## src/ftfc_pkg.sv

```systemverilog
/*
 * Constants shared by the flash timing and fault control block.
 * Assumes a 125 MHz core clock.
 */
package ftfc_pkg;
    // Register offsets
    localparam logic [1:0] FTFC_ADDR_CURR = 2'h0;
    localparam logic [1:0] FTFC_ADDR_TIMER = 2'h1;
    localparam logic [1:0] FTFC_ADDR_HW_FLASH_TRIGGER_PIN = 2'h2;
    localparam logic [1:0] FTFC_ADDR_STAT = 2'h3;
    // Field positions
    localparam int FTFC_MAIN_LSB = 3;
    localparam int FTFC_TSEL_BIT = 4;
    localparam int FTFC_SWTRIG_BIT = 0;
    localparam int FTFC_ST_OVP = 0;
    localparam int FTFC_ST_GUARD = 1;
    localparam int FTFC_ST_OT = 2;
    localparam int FTFC_ST_SHORT = 3;
    // Values
    localparam logic [7:0] FTFC_RST_REG = 8'h00;
    localparam logic [7:0] FTFC_CLEAR_CODE = 8'h00;
    localparam logic [4:0] FTFC_FLASH_MIN = 5'h0c;
    localparam logic [4:0] FTFC_MAIN_OFF = 5'h00;
    // Timing
    localparam int FTFC_CLK_KHZ = 125000;
    localparam int FTFC_GUARD_US = 820000;
    localparam int FTFC_STEP_US = 54600;
    localparam int FTFC_GUARD_CYC = FTFC_GUARD_US / 1000 * FTFC_CLK_KHZ;
    localparam int FTFC_STEP_CYC = FTFC_STEP_US * (FTFC_CLK_KHZ / 1000);
    localparam int FTFC_CNT_W = 27;
    // Flash state
    typedef enum logic [1:0] {
        FTFC_IDLE,
        FTFC_FLASH,
        FTFC_HOLD
    } ftfc_state_e;
endpackage : ftfc_pkg

```

## src/ftfc_flash_timing_fault_control.sv

```systemverilog
/*
 * Flash arming, triggering, timing and fault flag logic of an LED flash
 * driver. Assumes a plain register port from a serial-bus slave on the
 * same clock; pins and analog fault comparators arrive asynchronously.
 */
// The address-and-strobe port and the placing of the registers were decided locally.
`timescale 1ns/10ps
`default_nettype none

// Notes on behaviour
// - Armed flash starts on pin or bit
// - Direct flash held by enables, 820 ms cap
// - Timed flash only serial, select bit
// - Timer starts at trigger edge
// - Timed flash ignores strobe length
// - Duration is 820 ms minus code steps
// - Normal timed end raises nothing
// - Retrigger allowed right after end
// - Serial pilot current from 3-bit code
// - Faults inhibit, flag status, pull interrupt
// - Direct mode still drives interrupt
// - Fault cuts main and pilot at once
// - Serial clear by writing 00h
// - Fault touches only status, not current or timer
// - Direct clear by both enables low
// - Overvoltage sets status bit 0
// - Untimed flash guarded at 820 ms
// - Strobe low clears software trigger bit
// - Enable A falling resets guard timer
// - Guard expiry sets status bit 1
// - Overheat inhibits until cooled and cleared, bit 2
// - Output short sets status bit 3
// - Wake low shuts down everything
module ftfc_flash_timing_fault_control #(
    parameter int GUARD_CYC = ftfc_pkg::FTFC_GUARD_CYC,
    parameter int STEP_CYC = ftfc_pkg::FTFC_STEP_CYC
) (
    // Clock and reset
    input wire logic i_core_clk,
    input wire logic i_nrst,
    // Register port
    input wire logic [1:0] i_reg_addr,
    input wire logic [7:0] i_reg_wdata,
    input wire logic i_reg_wr,
    input wire logic i_reg_rd,
    output logic [7:0] o_reg_rdata,
    // Pins
    input wire logic i_chip_wake,
    input wire logic i_if_direct,
    input wire logic i_hw_flash_trigger_pin,
    input wire logic i_enable_line_a,
    input wire logic i_enable_line_b,
    // Fault detectors
    input wire logic i_overvolt_det,
    input wire logic i_overheat_det,
    input wire logic i_short_det,
    // LED and converter controls
    output logic o_flash_on,
    output logic o_torch_on,
    output logic [4:0] o_main_code,
    output logic o_main_ext_res,
    output logic o_pilot_on,
    output logic [2:0] o_pilot_code,
    output logic o_switch_inhibit,
    // Open-drain interrupt, active low
    output logic o_irq_n_o,
    output logic o_irq_n_oe
);
    import ftfc_pkg::*;

    localparam int NSYNC = 8;

    //------------------------------------------------------------------
    // Helpers
    //------------------------------------------------------------------
    function automatic logic [FTFC_CNT_W-1:0] flash_limit(
        input logic [3:0] code
    );
        logic [FTFC_CNT_W-1:0] step;
        step = FTFC_CNT_W'(STEP_CYC) * FTFC_CNT_W'(code);
        flash_limit = FTFC_CNT_W'(GUARD_CYC) - step;
    endfunction : flash_limit

    //------------------------------------------------------------------
    // Pin synchronisers
    //------------------------------------------------------------------
    logic [NSYNC-1:0] pin_raw;
    logic [NSYNC-1:0] sync_a_q;
    logic [NSYNC-1:0] sync_b_q;
    logic [NSYNC-1:0] sync_c_q;
    logic [NSYNC-1:0] pin_q;
    logic [NSYNC-1:0] pin_prev_q;

    assign pin_raw = {i_if_direct, i_short_det, i_overheat_det,
                      i_overvolt_det, i_enable_line_b, i_enable_line_a,
                      i_hw_flash_trigger_pin, i_chip_wake};

    always_ff @(posedge i_core_clk or negedge i_nrst) begin
        if (!i_nrst) begin
            sync_a_q <= '0;
            sync_b_q <= '0;
            sync_c_q <= '0;
        end else begin
            sync_a_q <= pin_raw;
            sync_b_q <= sync_a_q;
            sync_c_q <= sync_b_q;
        end
    end

    // A change counts once the second and third stage agree
    always_ff @(posedge i_core_clk or negedge i_nrst) begin
        if (!i_nrst) begin
            pin_q <= '0;
            pin_prev_q <= '0;
        end else begin
            for (int i = 0; i < NSYNC; i++) begin
                if (sync_b_q[i] == sync_c_q[i]) begin
                    pin_q[i] <= sync_c_q[i];
                end
            end
            pin_prev_q <= pin_q;
        end
    end

    logic wake;
    logic hw_trig;
    logic en_a;
    logic en_b;
    logic hw_rise;
    logic hw_fall;
    logic en_a_fall;
    logic wake_rise;

    assign wake = pin_q[0];
    assign hw_trig = pin_q[1];
    assign en_a = pin_q[2];
    assign en_b = pin_q[3];
    assign hw_rise = pin_q[1] & ~pin_prev_q[1];
    assign hw_fall = ~pin_q[1] & pin_prev_q[1];
    assign en_a_fall = ~pin_q[2] & pin_prev_q[2];
    assign wake_rise = pin_q[0] & ~pin_prev_q[0];

    //------------------------------------------------------------------
    // Interface mode, caught as the device wakes
    //------------------------------------------------------------------
    logic direct_q;

    always_ff @(posedge i_core_clk or negedge i_nrst) begin
        if (!i_nrst) begin
            direct_q <= 1'b0;
        end else begin
            if (wake_rise) begin
                direct_q <= pin_q[7];
            end
        end
    end

    //------------------------------------------------------------------
    // Registers
    //------------------------------------------------------------------
    logic [7:0] curr_q;
    logic [7:0] timer_q;
    logic sw_trig_q;
    logic sw_trig_prev_q;
    logic [3:0] status_q;
    logic [3:0] fault_set;
    logic fault_clr;
    logic flash_end;
    logic wr_curr;
    logic wr_hw_flash_trigger_pin;

    assign wr_curr = i_reg_wr && i_reg_addr == FTFC_ADDR_CURR;
    assign wr_hw_flash_trigger_pin = i_reg_wr && i_reg_addr == FTFC_ADDR_HW_FLASH_TRIGGER_PIN;

    // Fault leaves these untouched; only host writes and wake low change them
    always_ff @(posedge i_core_clk or negedge i_nrst) begin
        if (!i_nrst) begin
            curr_q <= FTFC_RST_REG;
            timer_q <= FTFC_RST_REG;
        end else if (!wake) begin
            curr_q <= FTFC_RST_REG;
            timer_q <= FTFC_RST_REG;
        end else if (i_reg_wr) begin
            if (i_reg_addr == FTFC_ADDR_CURR) begin
                curr_q <= i_reg_wdata;
            end
            if (i_reg_addr == FTFC_ADDR_TIMER) begin
                timer_q <= i_reg_wdata;
            end
        end
    end

    // Software trigger bit; strobe low or flash end clears it
    always_ff @(posedge i_core_clk or negedge i_nrst) begin
        if (!i_nrst) begin
            sw_trig_q <= 1'b0;
            sw_trig_prev_q <= 1'b0;
        end else begin
            sw_trig_prev_q <= sw_trig_q;
            if (!wake || direct_q) begin
                sw_trig_q <= 1'b0;
            end else if (wr_hw_flash_trigger_pin) begin
                sw_trig_q <= i_reg_wdata[FTFC_SWTRIG_BIT];
            end else if (hw_fall || flash_end) begin
                sw_trig_q <= 1'b0;
            end
        end
    end

    //------------------------------------------------------------------
    // Fault flags
    //------------------------------------------------------------------
    logic guard_hit;

    always_comb begin
        fault_set = '0;
        fault_set[FTFC_ST_OVP] = pin_q[4];
        fault_set[FTFC_ST_GUARD] = guard_hit;
        fault_set[FTFC_ST_OT] = pin_q[5];
        fault_set[FTFC_ST_SHORT] = pin_q[6];
    end

    // Serial: write 00h to current control; direct: both enables low
    assign fault_clr = direct_q ? (~en_a & ~en_b)
                     : (wr_curr && i_reg_wdata == FTFC_CLEAR_CODE);

    // Set wins over clear; flags stay until cleared
    always_ff @(posedge i_core_clk or negedge i_nrst) begin
        if (!i_nrst) begin
            status_q <= '0;
        end else if (!wake) begin
            status_q <= '0;
        end else begin
            status_q <= (fault_clr ? 4'h0 : status_q) | fault_set;
        end
    end

    logic faulted;
    assign faulted = |status_q;

    //------------------------------------------------------------------
    // Flash state and timers
    //------------------------------------------------------------------
    ftfc_state_e state_q;
    logic [FTFC_CNT_W-1:0] cnt_q;
    logic [FTFC_CNT_W-1:0] limit_q;
    logic timed_q;
    logic armed;
    logic sw_rise;
    logic trig;
    logic hold_lvl;
    logic timed_sel;

    assign timed_sel = timer_q[FTFC_TSEL_BIT] & ~direct_q;
    assign armed = curr_q[7:FTFC_MAIN_LSB] >= FTFC_FLASH_MIN;
    assign sw_rise = sw_trig_q & ~sw_trig_prev_q;
    assign trig = direct_q ? (en_a & en_b)
                : armed & (hw_rise | sw_rise);
    assign hold_lvl = direct_q ? (en_a & en_b) : (hw_trig | sw_trig_q);
    assign guard_hit = state_q == FTFC_FLASH && !timed_q
                    && cnt_q == limit_q - FTFC_CNT_W'(1);
    assign flash_end = state_q == FTFC_FLASH
                    && cnt_q == limit_q - FTFC_CNT_W'(1);

    always_ff @(posedge i_core_clk or negedge i_nrst) begin
        if (!i_nrst) begin
            state_q <= FTFC_IDLE;
            cnt_q <= '0;
            limit_q <= '0;
            timed_q <= 1'b0;
        end else if (!wake || faulted) begin
            state_q <= FTFC_IDLE;
            cnt_q <= '0;
        end else begin
            case (state_q)
                FTFC_IDLE: begin
                    cnt_q <= '0;
                    if (trig) begin
                        state_q <= FTFC_FLASH;
                        timed_q <= timed_sel;
                        limit_q <= timed_sel
                            ? flash_limit(timer_q[3:0])
                            : FTFC_CNT_W'(GUARD_CYC);
                    end
                end
                FTFC_FLASH: begin
                    cnt_q <= cnt_q + FTFC_CNT_W'(1);
                    if (flash_end) begin
                        // Timed end is silent; untimed end raises guard
                        state_q <= timed_q ? FTFC_IDLE : FTFC_HOLD;
                    end else if (!timed_q && !hold_lvl) begin
                        state_q <= FTFC_IDLE;
                    end else if (direct_q && en_a_fall) begin
                        state_q <= FTFC_IDLE;
                    end
                end
                FTFC_HOLD: begin
                    state_q <= FTFC_IDLE;
                end
                default: begin
                    state_q <= FTFC_IDLE;
                end
            endcase
        end
    end

    //------------------------------------------------------------------
    // LED and converter outputs
    //------------------------------------------------------------------
    logic flash_d;
    logic torch_d;
    logic pilot_d;
    logic inhibit_d;

    assign inhibit_d = faulted | pin_q[5] | !wake;
    assign flash_d = state_q == FTFC_FLASH && !inhibit_d;
    always_comb begin
        if (inhibit_d) begin
            torch_d = 1'b0;
            pilot_d = 1'b0;
        end else if (direct_q) begin
            torch_d = en_b & ~en_a;
            pilot_d = en_a & ~en_b;
        end else begin
            torch_d = !flash_d && curr_q[7:FTFC_MAIN_LSB] != FTFC_MAIN_OFF
                      && !armed;
            pilot_d = curr_q[2:0] != 3'h0;
        end
    end

    always_ff @(posedge i_core_clk or negedge i_nrst) begin
        if (!i_nrst) begin
            o_flash_on <= 1'b0;
            o_torch_on <= 1'b0;
            o_main_code <= '0;
            o_main_ext_res <= 1'b0;
            o_pilot_on <= 1'b0;
            o_pilot_code <= '0;
            o_switch_inhibit <= 1'b1;
            o_irq_n_oe <= 1'b0;
        end else begin
            o_flash_on <= flash_d;
            o_torch_on <= torch_d;
            o_main_code <= direct_q ? FTFC_MAIN_OFF : curr_q[7:FTFC_MAIN_LSB];
            o_main_ext_res <= direct_q;
            o_pilot_on <= pilot_d;
            o_pilot_code <= direct_q ? 3'h0 : curr_q[2:0];
            o_switch_inhibit <= inhibit_d;
            o_irq_n_oe <= faulted;
        end
    end

    assign o_irq_n_o = 1'b0;

    //------------------------------------------------------------------
    // Register read port
    //------------------------------------------------------------------
    always_ff @(posedge i_core_clk or negedge i_nrst) begin
        if (!i_nrst) begin
            o_reg_rdata <= '0;
        end else if (i_reg_rd) begin
            case (i_reg_addr)
                FTFC_ADDR_CURR: o_reg_rdata <= curr_q;
                FTFC_ADDR_TIMER: o_reg_rdata <= timer_q;
                FTFC_ADDR_HW_FLASH_TRIGGER_PIN: o_reg_rdata <= {7'h00, sw_trig_q};
                FTFC_ADDR_STAT: begin
                    o_reg_rdata <= direct_q ? 8'h00 : {4'h0, status_q};
                end
                default: o_reg_rdata <= '0;
            endcase
        end else begin
            o_reg_rdata <= '0;
        end
    end

endmodule : ftfc_flash_timing_fault_control

`default_nettype wire

```

## config.mk

```make
export PLATFORM = sky130hd
export DESIGN_NAME = ftfc_flash_timing_fault_control
export DESIGN_NICKNAME = d
export VERILOG_FILES = /design/src/ftfc_pkg.sv /design/src/ftfc_flash_timing_fault_control.sv
export SDC_FILE = /design/constraint.sdc
export NUM_CORES = 1
export LEC_CHECK = 0
export BUFFER_PORTS_ARGS = -buffer_cell sky130_fd_sc_hd__buf_2
export CORE_UTILIZATION = 45
export DETAILED_ROUTE_END_ITERATION = 10
export PLACE_DENSITY = 0.61
export REMOVE_ABC_BUFFERS = 1
export SYNTH_ARGS = -nofsm -noshare
export SYNTH_HDL_FRONTEND = slang
export SYNTH_SLANG_ARGS = --single-unit
```

## constraint.sdc

```tcl
create_clock -name i_core_clk -period 2.9 [get_ports i_core_clk]
set_input_delay 0.145 -clock i_core_clk [delete_from_list [all_inputs] [get_ports i_core_clk]]
set_output_delay 0.145 -clock i_core_clk [all_outputs]
set_load 0.005 [all_outputs]
```

## Yosys cells after proc, flatten, opt, wreduce, memory -nomap -nowiden

Index checks and enable logic that the tools add are counted.

| storage, ports and cells | value |
|---|---|
| output and inout port bits | 23 |
| word-level logic and storage cells | 143 |
| register bits | 137 |
| bits of input ports | 22 |

| operators by class | value |
|---|---|
| muxes and demuxes | 33 |
| reduce and logical (&&, ||, !) cells | 32 |
| bitwise logic cells | 24 |
| order comparisons | 1 |
| equal/unequal tests | 18 |
| multiply operators | 1 |
| add/subtract/negate cells | 3 |

Operators by type and width:

| cell | count |
|---|---|
| $mux W8 | 7 |
| $mux W27 | 2 |
| $pmux W27 S2 | 1 |
| $pmux W8 S4 | 1 |
| $add A27 B1 Y27 const B | 1 |
| $eq A27 B27 Y1 | 1 |
| $sub A27 B1 Y27 const B | 1 |
| $sub A27 B27 Y27 const A | 1 |
| $mul A20 B4 Y24 const A | 1 |
| $mux W2 | 6 |
| $mux W4 | 3 |
| $and A1 B1 Y1 | 11 |
| $logic_and A1 B1 Y1 | 11 |
| $mux W1 | 10 |
| $reduce_bool A3 Y1 | 3 |
| $eq A1 B1 Y1 | 8 |
| $logic_not A8 Y1 | 1 |
| $not A1 Y1 | 8 |
| $logic_not A1 Y1 | 6 |
| $reduce_and A2 Y1 | 3 |
| $ge A5 B4 Y1 const B | 1 |
| $mux W5 | 1 |
| $ne A5 B5 Y1 const B | 1 |
| $reduce_bool A5 Y1 | 1 |
| other kinds (13) | 22 |

## Logic depth before layout (Yosys ltp)

Gate-level depths: netlist (run 1).

| logic depth | value |
|---|---|
| depth after elaboration | 10 |
| depth in mapped cells | 11 |
| gate-level depth less buffers | 11 |

## Worst setup path before layout (run 1)

OpenSTA, ideal clock, no wires.

| timing | value |
|---|---|
| path type | reg-to-reg |
| start | reg timer_q[3] |
| end | reg limit_q[16] |
| arrival time | 2481 ps |
| cell stages (with the launch flop) | 11 |
| data required time | 2779 ps |
| setup slack | 298 ps |
| path buffers | 0 |
| clock period less this slack | 2602 ps |
| setup time | 121 ps |
| cells stage by stage | dfrtp_1 > ha_1 > ha_1 > ha_1 > xnor2_1 > inv_1 > o21ai_0 > a21oi_1 > nor4b_1 > xnor2_1 > a22o_1 |

| between the ends | value |
|---|---|
| word-level cells in the longest chain between the ends | 3 |

Ends and longest elaborated chain:

| what | line | source |
|---|---|---|
| start: declaration | ftfc_flash_timing_fault_control.sv:162 | `logic [7:0] timer_q;` |
| start signal: assignment | ftfc_flash_timing_fault_control.sv:188 | `timer_q <= i_reg_wdata;` |
| $mul A20 B4 Y24 | ftfc_flash_timing_fault_control.sv:80 | `step = FTFC_CNT_W'(STEP_CYC) * FTFC_CNT_W'(code);` |
| $sub A27 B27 Y27 | ftfc_flash_timing_fault_control.sv:81 | `flash_limit = FTFC_CNT_W'(GUARD_CYC) - step;` |
| $mux W27 | ftfc_flash_timing_fault_control.sv:282 | `? flash_limit(timer_q[3:0])` |
| end signal: assignment | ftfc_flash_timing_fault_control.sv:281 | `limit_q <= timed_sel` |
| end: declaration | ftfc_flash_timing_fault_control.sv:246 | `logic [FTFC_CNT_W-1:0] limit_q;` |

No other way between the ends.
A chain may end at the register's enable or synchronous reset.

## Worst setup path in the final report (run 1)

| timing | value |
|---|---|
| start | reg timer_q[1] |
| end | reg limit_q[16] |

Same word-level chain as after synthesis.

==> flow_metrics.py, run 1 <==
metrics = {
    "sta": {
        "min_period_over_period": 0.9236,
        "hold_violations": 0,
        "fin_crit_ns": 2.678,
        "rsz0062_at_grt": "no",
        "tightest_slew_ns": 0.6978,
        "setup_viol": 0,
        "fmax_mhz": 373.4,
        "maxSlewViolCount": 0,
        "tns_ns": 0,
        "relSlewSlack": 0.5348,
        "fin_skew_ns": 0.008664,
    },
    "worst_setup_path": {
        "path_common_cell": "ha_1",
        "cp_slowest_cell": "dfrtp_2",
        "critical_path.endpoint_type": "flip-flop",
        "crit_fanout": 7,
        "crit_buf_inv": 0,
        "arrival_ns": 2.99,
        "crit_chain": "ha_1 > ha_1 > ha_1 > o21a_1 > o21ai_0 > a21oi_1 > nor4b_2 > xnor2_1 > a22o_1",
        "r2r_start": "timer_q[1]",
        "required_ns": 3.21,
        "critPathLaunchType": "flip-flop",
        "cp_top_family": "compound AO/OA/AOI/OAI gates",
        "startpoint": "timer_q[1]",
        "timing.setup.critical_path_class": "flip-flop to flip-flop",
        "crit_path_max_incr_delay_ns": 0.45,
    },
    "synthesis": {
        "ys_async_sr_fraction": 1.000,
        "synthAdderAreaFrac": 0.05704,
        "synthTopCellsByArea": "dfrtp_1, ha_1, xnor2_1",
        "synth_xor_area_frac": 0.06488,
        "synth_edf_count": 0,
        "synth_top_area_share": 0.4742,
        "synthSimpleGateAreaFrac": 0.1970,
        "synth_cell_type_count": 71,
        "synthMuxAreaShare": 0.02638,
        "synth_compound_area_frac": 0.1389,
        "syn_inst": 681,
        "synth_area_leader_cell": "dfrtp_1",
        "yosysSeqAreaShare": 0.4779,
        "synth_seq_cells": 134,
        "synth_top_family_by_area": "simple AND/OR/NAND/NOR gates",
        "synth_flop_cell": "dfrtp_1",
        "netlist_area_um2": 7019,
        "yosysWarnings": 0,
        "syn_area_per_cell_um2": 10.31,
    },
    "floorplanning": {
        "die_w_um": 126.9,
        "rows": 45,
        "ios": 45,
        "dieArea_um2": 16100,
        "die_y_um": 126.9,
        "initial_core_util": 0.4617,
        "fp.coreArea_um2": 15200,
    },
    "detailed_routing": {
        "wirelength_mm": 16.00,
        "detail-route-antenna-nets": 0,
        "wl_per_cell_um": 17.08,
        "drtIter0Drc": 329,
        "vias": 5261,
        "vias_per_cell": 5.615,
        "first_pass_iters": 4,
        "drc": 0,
    },
    "placement": {
        "dp_hpwl_mm": 11.46,
        "gp_congestion": 0.8149,
        "dpl-instance-area_um2": 7406,
        "io_buffers": 43,
    },
    "power": {
        "switching_power_uw": 1519,
        "seq_power_share": 0.420,
        "power_density_nw_per_um2": 645.9,
        "ir_drop_mv": 0.4255,
        "power.share.clock": 0.412,
        "combPwrFrac": 0.168,
        "leakage_uw": 0.003728,
        "swShare": 0.2887,
        "p_int_uw": 3743,
    },
    "global_routing": {
        "grt_usage": 0.2145,
        "antenna_found_initial": 0,
        "grt_pass1_vias": 5207,
        "grt_overflow": 0,
        "grt_pass1_wl_mm": 26.68,
        "grt_max_degree": 75,
    },
    "clock_tree": {
        "clkTransAtPathRegs_ns": 0.06,
        "htreeDepth": 4,
        "cts-root-buf": "clkbuf_16",
        "cts_buffer_depth": 2,
        "clk_latency_ns": 0.42,
        "tritoncts": "done",
        "cts_buffers": 17,
        "clock-sinks": 134,
    },
    "finish": {
        "num_antenna_cells": 0,
        "drive_gt1_frac": 0.1642,
        "area_growth_pct": 16.08,
        "nNetsFinal": 783,
        "finalInstanceArea_um2": 8148,
        "postLayoutCoreUtil": 0.5360,
    },
    "worst_hold_path": {
        "hp-start": "i_reg_wdata[6]",
        "worstHoldPathType": "input port to flip-flop",
    },
    "outcome": {
        "outcome": "finished clean",
    },
    "job": {
        "max_cap_viol_count": 0,
    },
}
[timing repair]
action / 4_1_cts / 5_1_grt
setup endpoints to repair: 0 / 5
resized for setup: 0 / 5
hold buffers: 11 / 0
setup buffers: 0 / 2
endpoints found under the hold margin: 82 / 0
[worst reg2reg max path, stage by stage (launching register included)]
cell and delay, ns:
dfrtp_2 0.45, ha_1 0.24, ha_1 0.30, ha_1 0.32, o21a_1 0.14, o21ai_0 0.32
a21oi_1 0.21, nor4b_2 0.28, xnor2_1 0.10, a22o_1 0.20
[power by group through the flow]
stage | Clock [µW] | Combinational, µW | Sequential (µW)
finish | 2170 | 882 | 2210
global route | 2300 | 983 | 2230
CTS | 2220 | 869 | 2210
detailed placement | 0 | 851 | 2240
global placement | 0 | 844 | 2230
floorplan | 0 | 592 | 2200
[path summary, 6_finish.rpt]
check / endpoint / slack, ns / cells after the start
worst max-delay path: limit_q[16] / 0.22 / 9
worst min-delay path: curr_q[6] / 0.01 / 3
worst max register to register: limit_q[16] / 0.22 / 9
worst min register to register: sync_b_q[2] / 0.35 / 0
max in group asynchronous: limit_q[19] / 1.79 / 3
min in group asynchronous: pin_q[3] / 0.32 / 2
[Yosys cell counts (10+ instances only)]
master / number
clkbuf_1: 18
inv_1: 22
nor4_1: 10
nand2_1: 67
nor3_1: 10
nor2b_1: 31
o21ai_0: 40
xnor2_1: 31
ha_1: 24
nand3_1: 12
a21oi_1: 30
dfrtp_1: 133
a22o_1: 16
nor2_1: 38
a31oi_1: 12
mux2i_1: 14
xor2_1: 21
[per-stage QoR]
step	std cells	total power [µW]	setup WS (ns)	hold slack, ns
6_report	937	5263	0.2216	0.01032
5_1_grt	937	5515	0.02348	0.01235
3_5_place_dp	892	3090	0.1131	0.2167
4_1_cts	935	5299	0.1038	0.0009088
3_3_place_gp	892	3076	0.2224	0.2030
2_1_floorplan	648	2795	0.2983	-0.1506
[cell families after synthesis]
family,count (synthesis)
AND/OR/NAND/NOR,239
AO/OA/AOI/OAI,150
flip-flops,134
buffers and inverters,55
XOR/XNOR,52
adder cells (fa/ha/maj),33
multiplexers,17
other,1
[state kept, by name, summed over array words and instances, names as in the netlist, 2 cells and up]
signal        cells
status_q          4
sync_b_q          8
sync_a_q          8
state_q           2
o_pilot_code      3
pin_q             8
pin_prev_q        3
o_main_code       5
timer_q           8
limit_q          24
curr_q            8
sync_c_q          8
o_reg_rdata       8
cnt_q            27
[layout by cell type (no fill, tap or decap), types with 8 or more instances in the layout]
| cell type | instances |
|---|---|
| dfrtp_1 | 131 |
| nand2_1 | 67 |
| buf_2 | 42 |
| o21ai_0 | 40 |
| nor2_1 | 38 |
| nor2b_1 | 31 |
| xnor2_1 | 31 |
| a21oi_1 | 30 |
| ha_1 | 24 |
| inv_1 | 22 |
| xor2_1 | 21 |
| clkbuf_16 | 17 |
| a22o_1 | 16 |
| mux2i_1 | 14 |
| buf_4 | 14 |
| a31oi_1 | 12 |
| nand3_1 | 12 |
| dlygate4sd3_1 | 11 |
| nor4_1 | 10 |
| nor3_1 | 10 |
| nand4_1 | 8 |
| o31ai_1 | 8 |
| a21boi_0 | 8 |
| maj3_1 | 8 |
[metal layers]
layer | track usage | vias up | share of wire
met2 | 0.3306 | 114 | 0.47
met1 | 0.2883 | 2582 | 0.48
met3 | 0.06453 | 27 | 0.037
met5 | 0 | - | 0
met4 | 0.07283 | 0 | 0.019
li1 | - | 2538 | -
[cell type report]
cell class                 instances  area [µm²]
clock buffer                      19       452.9
clock inverter                    13       143.9
fill                            1329        7054
inverter                          22       82.58
multi-input combinational        492        3420
sequential                       134        3357
tap                              188       235.2
timing repair buffer              69       456.7
Power figures use the tool's default switching activity.
==> run 2, diff against run 1 <==
--- a/config.mk
+++ b/config.mk
@@ -5,6 +5,7 @@
 export SDC_FILE = /design/constraint.sdc
 export NUM_CORES = 1
 export LEC_CHECK = 0
+export ABC_AREA = 1
 export BUFFER_PORTS_ARGS = -buffer_cell sky130_fd_sc_hd__buf_2
 export CORE_UTILIZATION = 45
 export DETAILED_ROUTE_END_ITERATION = 10
==> flow_metrics.py, run 2 <==
metrics = {
    "detailed_routing": {
        "drtIter0Drc": 316,
        "vias": 5797,
        "wirelength_mm": 16.40,
        "wl_per_cell_um": 14.34,
        "vias_per_cell": 5.072,
        "first_pass_iters": 5,
        "detail-route-antenna-nets": 0,
        "drc": 0,
    },
    "worst_hold_path": {
        "hold_path_end": "curr_q[3]",
        "hp-start": "i_reg_wdata[3]",
        "worstHoldPathType": "input port to flip-flop",
        "holdPathStages": 3,
    },
    "floorplanning": {
        "fp.coreArea_um2": 15310,
        "ios": 45,
        "die_w_um": 127.6,
        "dieArea_um2": 16270,
        "rows": 45,
        "die_y_um": 127.6,
        "initial_core_util": 0.4632,
    },
    "finish": {
        "nNetsFinal": 966,
        "largestRegisters": "cnt_q x27, limit_q x24",
        "final_common_cell": "nand2_1",
        "regArea_um2": 3354,
        "area_growth_pct": 17.27,
        "num_antenna_cells": 0,
        "multi_input_area_um2": 3234,
        "fillers": 1418,
        "drive_gt1_frac": 0.1502,
        "finalInstanceArea_um2": 8319,
        "final_cell_mix": "nand2_1, dfrtp_1, inv_1",
        "largest_reg_flops": 27,
        "largest_register": "cnt_q",
    },
    "power": {
        "power_uw": 5823,
        "leakage_uw": 0.004060,
        "power_density_nw_per_um2": 699.9,
        "ir_drop_mv": 0.4640,
    },
    "clock_tree": {
        "clk_latency_ns": 0.42,
        "cts_buffer_depth": 2,
        "tritoncts": "done",
        "clock-sinks": 134,
        "cts_buffers": 17,
        "clkTransAtPathRegs_ns": 0.06,
        "cts-root-buf": "clkbuf_16",
        "htreeDepth": 4,
    },
    "global_routing": {
        "grt_pass1_wl_mm": 27.87,
        "grt_overflow": 0,
        "grt_max_degree": 74,
        "grt_usage": 0.2216,
        "antenna_found_initial": 0,
        "grt_pass1_vias": 5575,
    },
    "sta": {
        "hold_ws_ns": 0.02452,
        "fmax_mhz": 364.4,
        "min_period_over_period": 0.9462,
        "tns_ns": 0,
        "tightest_slew_ns": 0.7321,
        "relSlewSlack": 0.5068,
        "fin_skew_ns": 0.01019,
        "setup_viol": 0,
        "fin_crit_ns": 2.744,
        "hold_violations": 0,
        "fin_ws_ns": 0.1561,
        "maxSlewViolCount": 0,
        "rsz0062_at_grt": "no",
    },
    "synthesis": {
        "yosysSeqAreaShare": 0.4728,
        "netlist_area_um2": 7094,
        "synth_top_area_share": 0.4691,
        "synth_seq_cells": 134,
        "netlist_top_cells_count": "nand2_1, dfrtp_1, inv_1, nor2_1, o21ai_0",
        "synth_cell_type_count": 54,
        "ys_async_sr_fraction": 1.000,
        "synth_edf_count": 0,
        "synth_most_common_cell": "nand2_1",
        "syn_inst": 844,
        "yosysWarnings": 0,
        "syn_area_per_cell_um2": 8.406,
        "synth_area_leader_cell": "dfrtp_1",
        "synthTopCellsByArea": "dfrtp_1, nand2_1, inv_1",
        "synth_flop_cell": "dfrtp_1",
    },
    "worst_setup_path": {
        "required_ns": 3.24,
        "crit_path_max_incr_delay_ns": 0.50,
        "worstReg2RegEnd": "limit_q[25]",
        "reg2reg_slack_ns": 0.16,
        "critical_path.endpoint_type": "flip-flop",
        "r2r_start": "timer_q[1]",
        "r2r_cells": 9,
        "arrival_ns": 3.08,
        "timing.setup.critical_path_class": "flip-flop to flip-flop",
        "cp_slowest_cell": "fa_1",
        "crit_chain": "ha_1 > ha_1 > ha_1 > inv_1 > fa_1 > inv_1 > nor2_1 > or3b_2 > a32oi_1",
        "critPathLaunchType": "flip-flop",
        "crit_fanout": 7,
        "path_common_cell": "ha_1",
    },
    "job": {
        "max_cap_viol_count": 0,
    },
    "placement": {
        "dp_hpwl_mm": 12.23,
        "dpl-instance-area_um2": 7611,
        "io_buffers": 43,
        "post-place-ws_ns": 0.1838,
        "gp_congestion": 0.9165,
    },
    "outcome": {
        "outcome": "finished clean",
    },
}
[run 2: cell count changes in the layout (fill, tap and decap cells not counted), sizes merged, moves of 9 or more]
| cell | previous run | this run |
|---|---|---|
| a21oi | 30 | 40 |
| a22o | 16 | 1 |
| inv | 27 | 122 |
| mux2i | 14 | 0 |
| nand2 | 69 | 194 |
| nand3 | 12 | 45 |
| nor2 | 38 | 100 |
| nor2b | 31 | 0 |
| nor4 | 16 | 7 |
| o21ai | 44 | 60 |
| o22ai | 3 | 13 |
| xnor2 | 31 | 16 |
[run 2: worst max-delay path by stage]
stage | from | end | slack, ns
floorplan | timer_q[2] | limit_q[25] | 0.24
global placement | timer_q[1] | limit_q[25] | 0.24
detailed placement | timer_q[1] | limit_q[25] | 0.18
CTS | timer_q[1] | limit_q[25] | 0.16
global route | timer_q[1] | limit_q[26] | 0.04
finish | timer_q[1] | limit_q[25] | 0.16
[run 2: final cells by class]
class	count	share of cell area
clock buffers	17	0.05114
clock inverters	15	0.01835
inverters	113	0.05129
multi-input cells	584	0.3888
flip-flops and latches	134	0.4032
well taps	211	0.03173
repair buffers	69	0.05550
[run 2: power breakdown]
group	leakage (µW)	switching (µW)	internal, µW
clock	0.000275	945	1140
sequential	0.00175	182	2040
combinational	0.00204	966	546
total	0.00406	2090	3730
[run 2: critical path, delay by kind of cell (launching register included)]
kind	cells	cell delay, ns
fa+ha+maj	4	1.31
simple gates	2	0.59
compound gates	1	0.19
buf+inv	2	0.11
flops	1	0.46
[run 2: cell families after synthesis]
kind of cell | Yosys count | share of synthesized area
compound gates | 143 | 0.1157
xor+xnor | 29 | 0.03580
fa+ha+maj | 33 | 0.05644
buf+inv | 126 | 0.07125
flops | 134 | 0.4728
other cells | 1 | 0.0005286
simple gates | 378 | 0.2474
[run 2: per-stage QoR]
stage,cells,util
finish,1143,0.5432
global route,1143,0.5432
detailed placement,1098,0.4970
floorplan,831,-
global placement,1098,0.4970
CTS,1143,0.5432
[run 2: timing repair]
action,4_1_cts,5_1_grt
buffers inserted,0,0
hold endpoints to repair,85,0
gates resized for setup,0,0
hold buffers,13,0
[run 2: layer usage]
layer  GRT usage  part of all wire
met1      0.2966              0.48
met2      0.3607              0.47
met3     0.04564             0.036
met4     0.07003             0.016
met5           0                 0
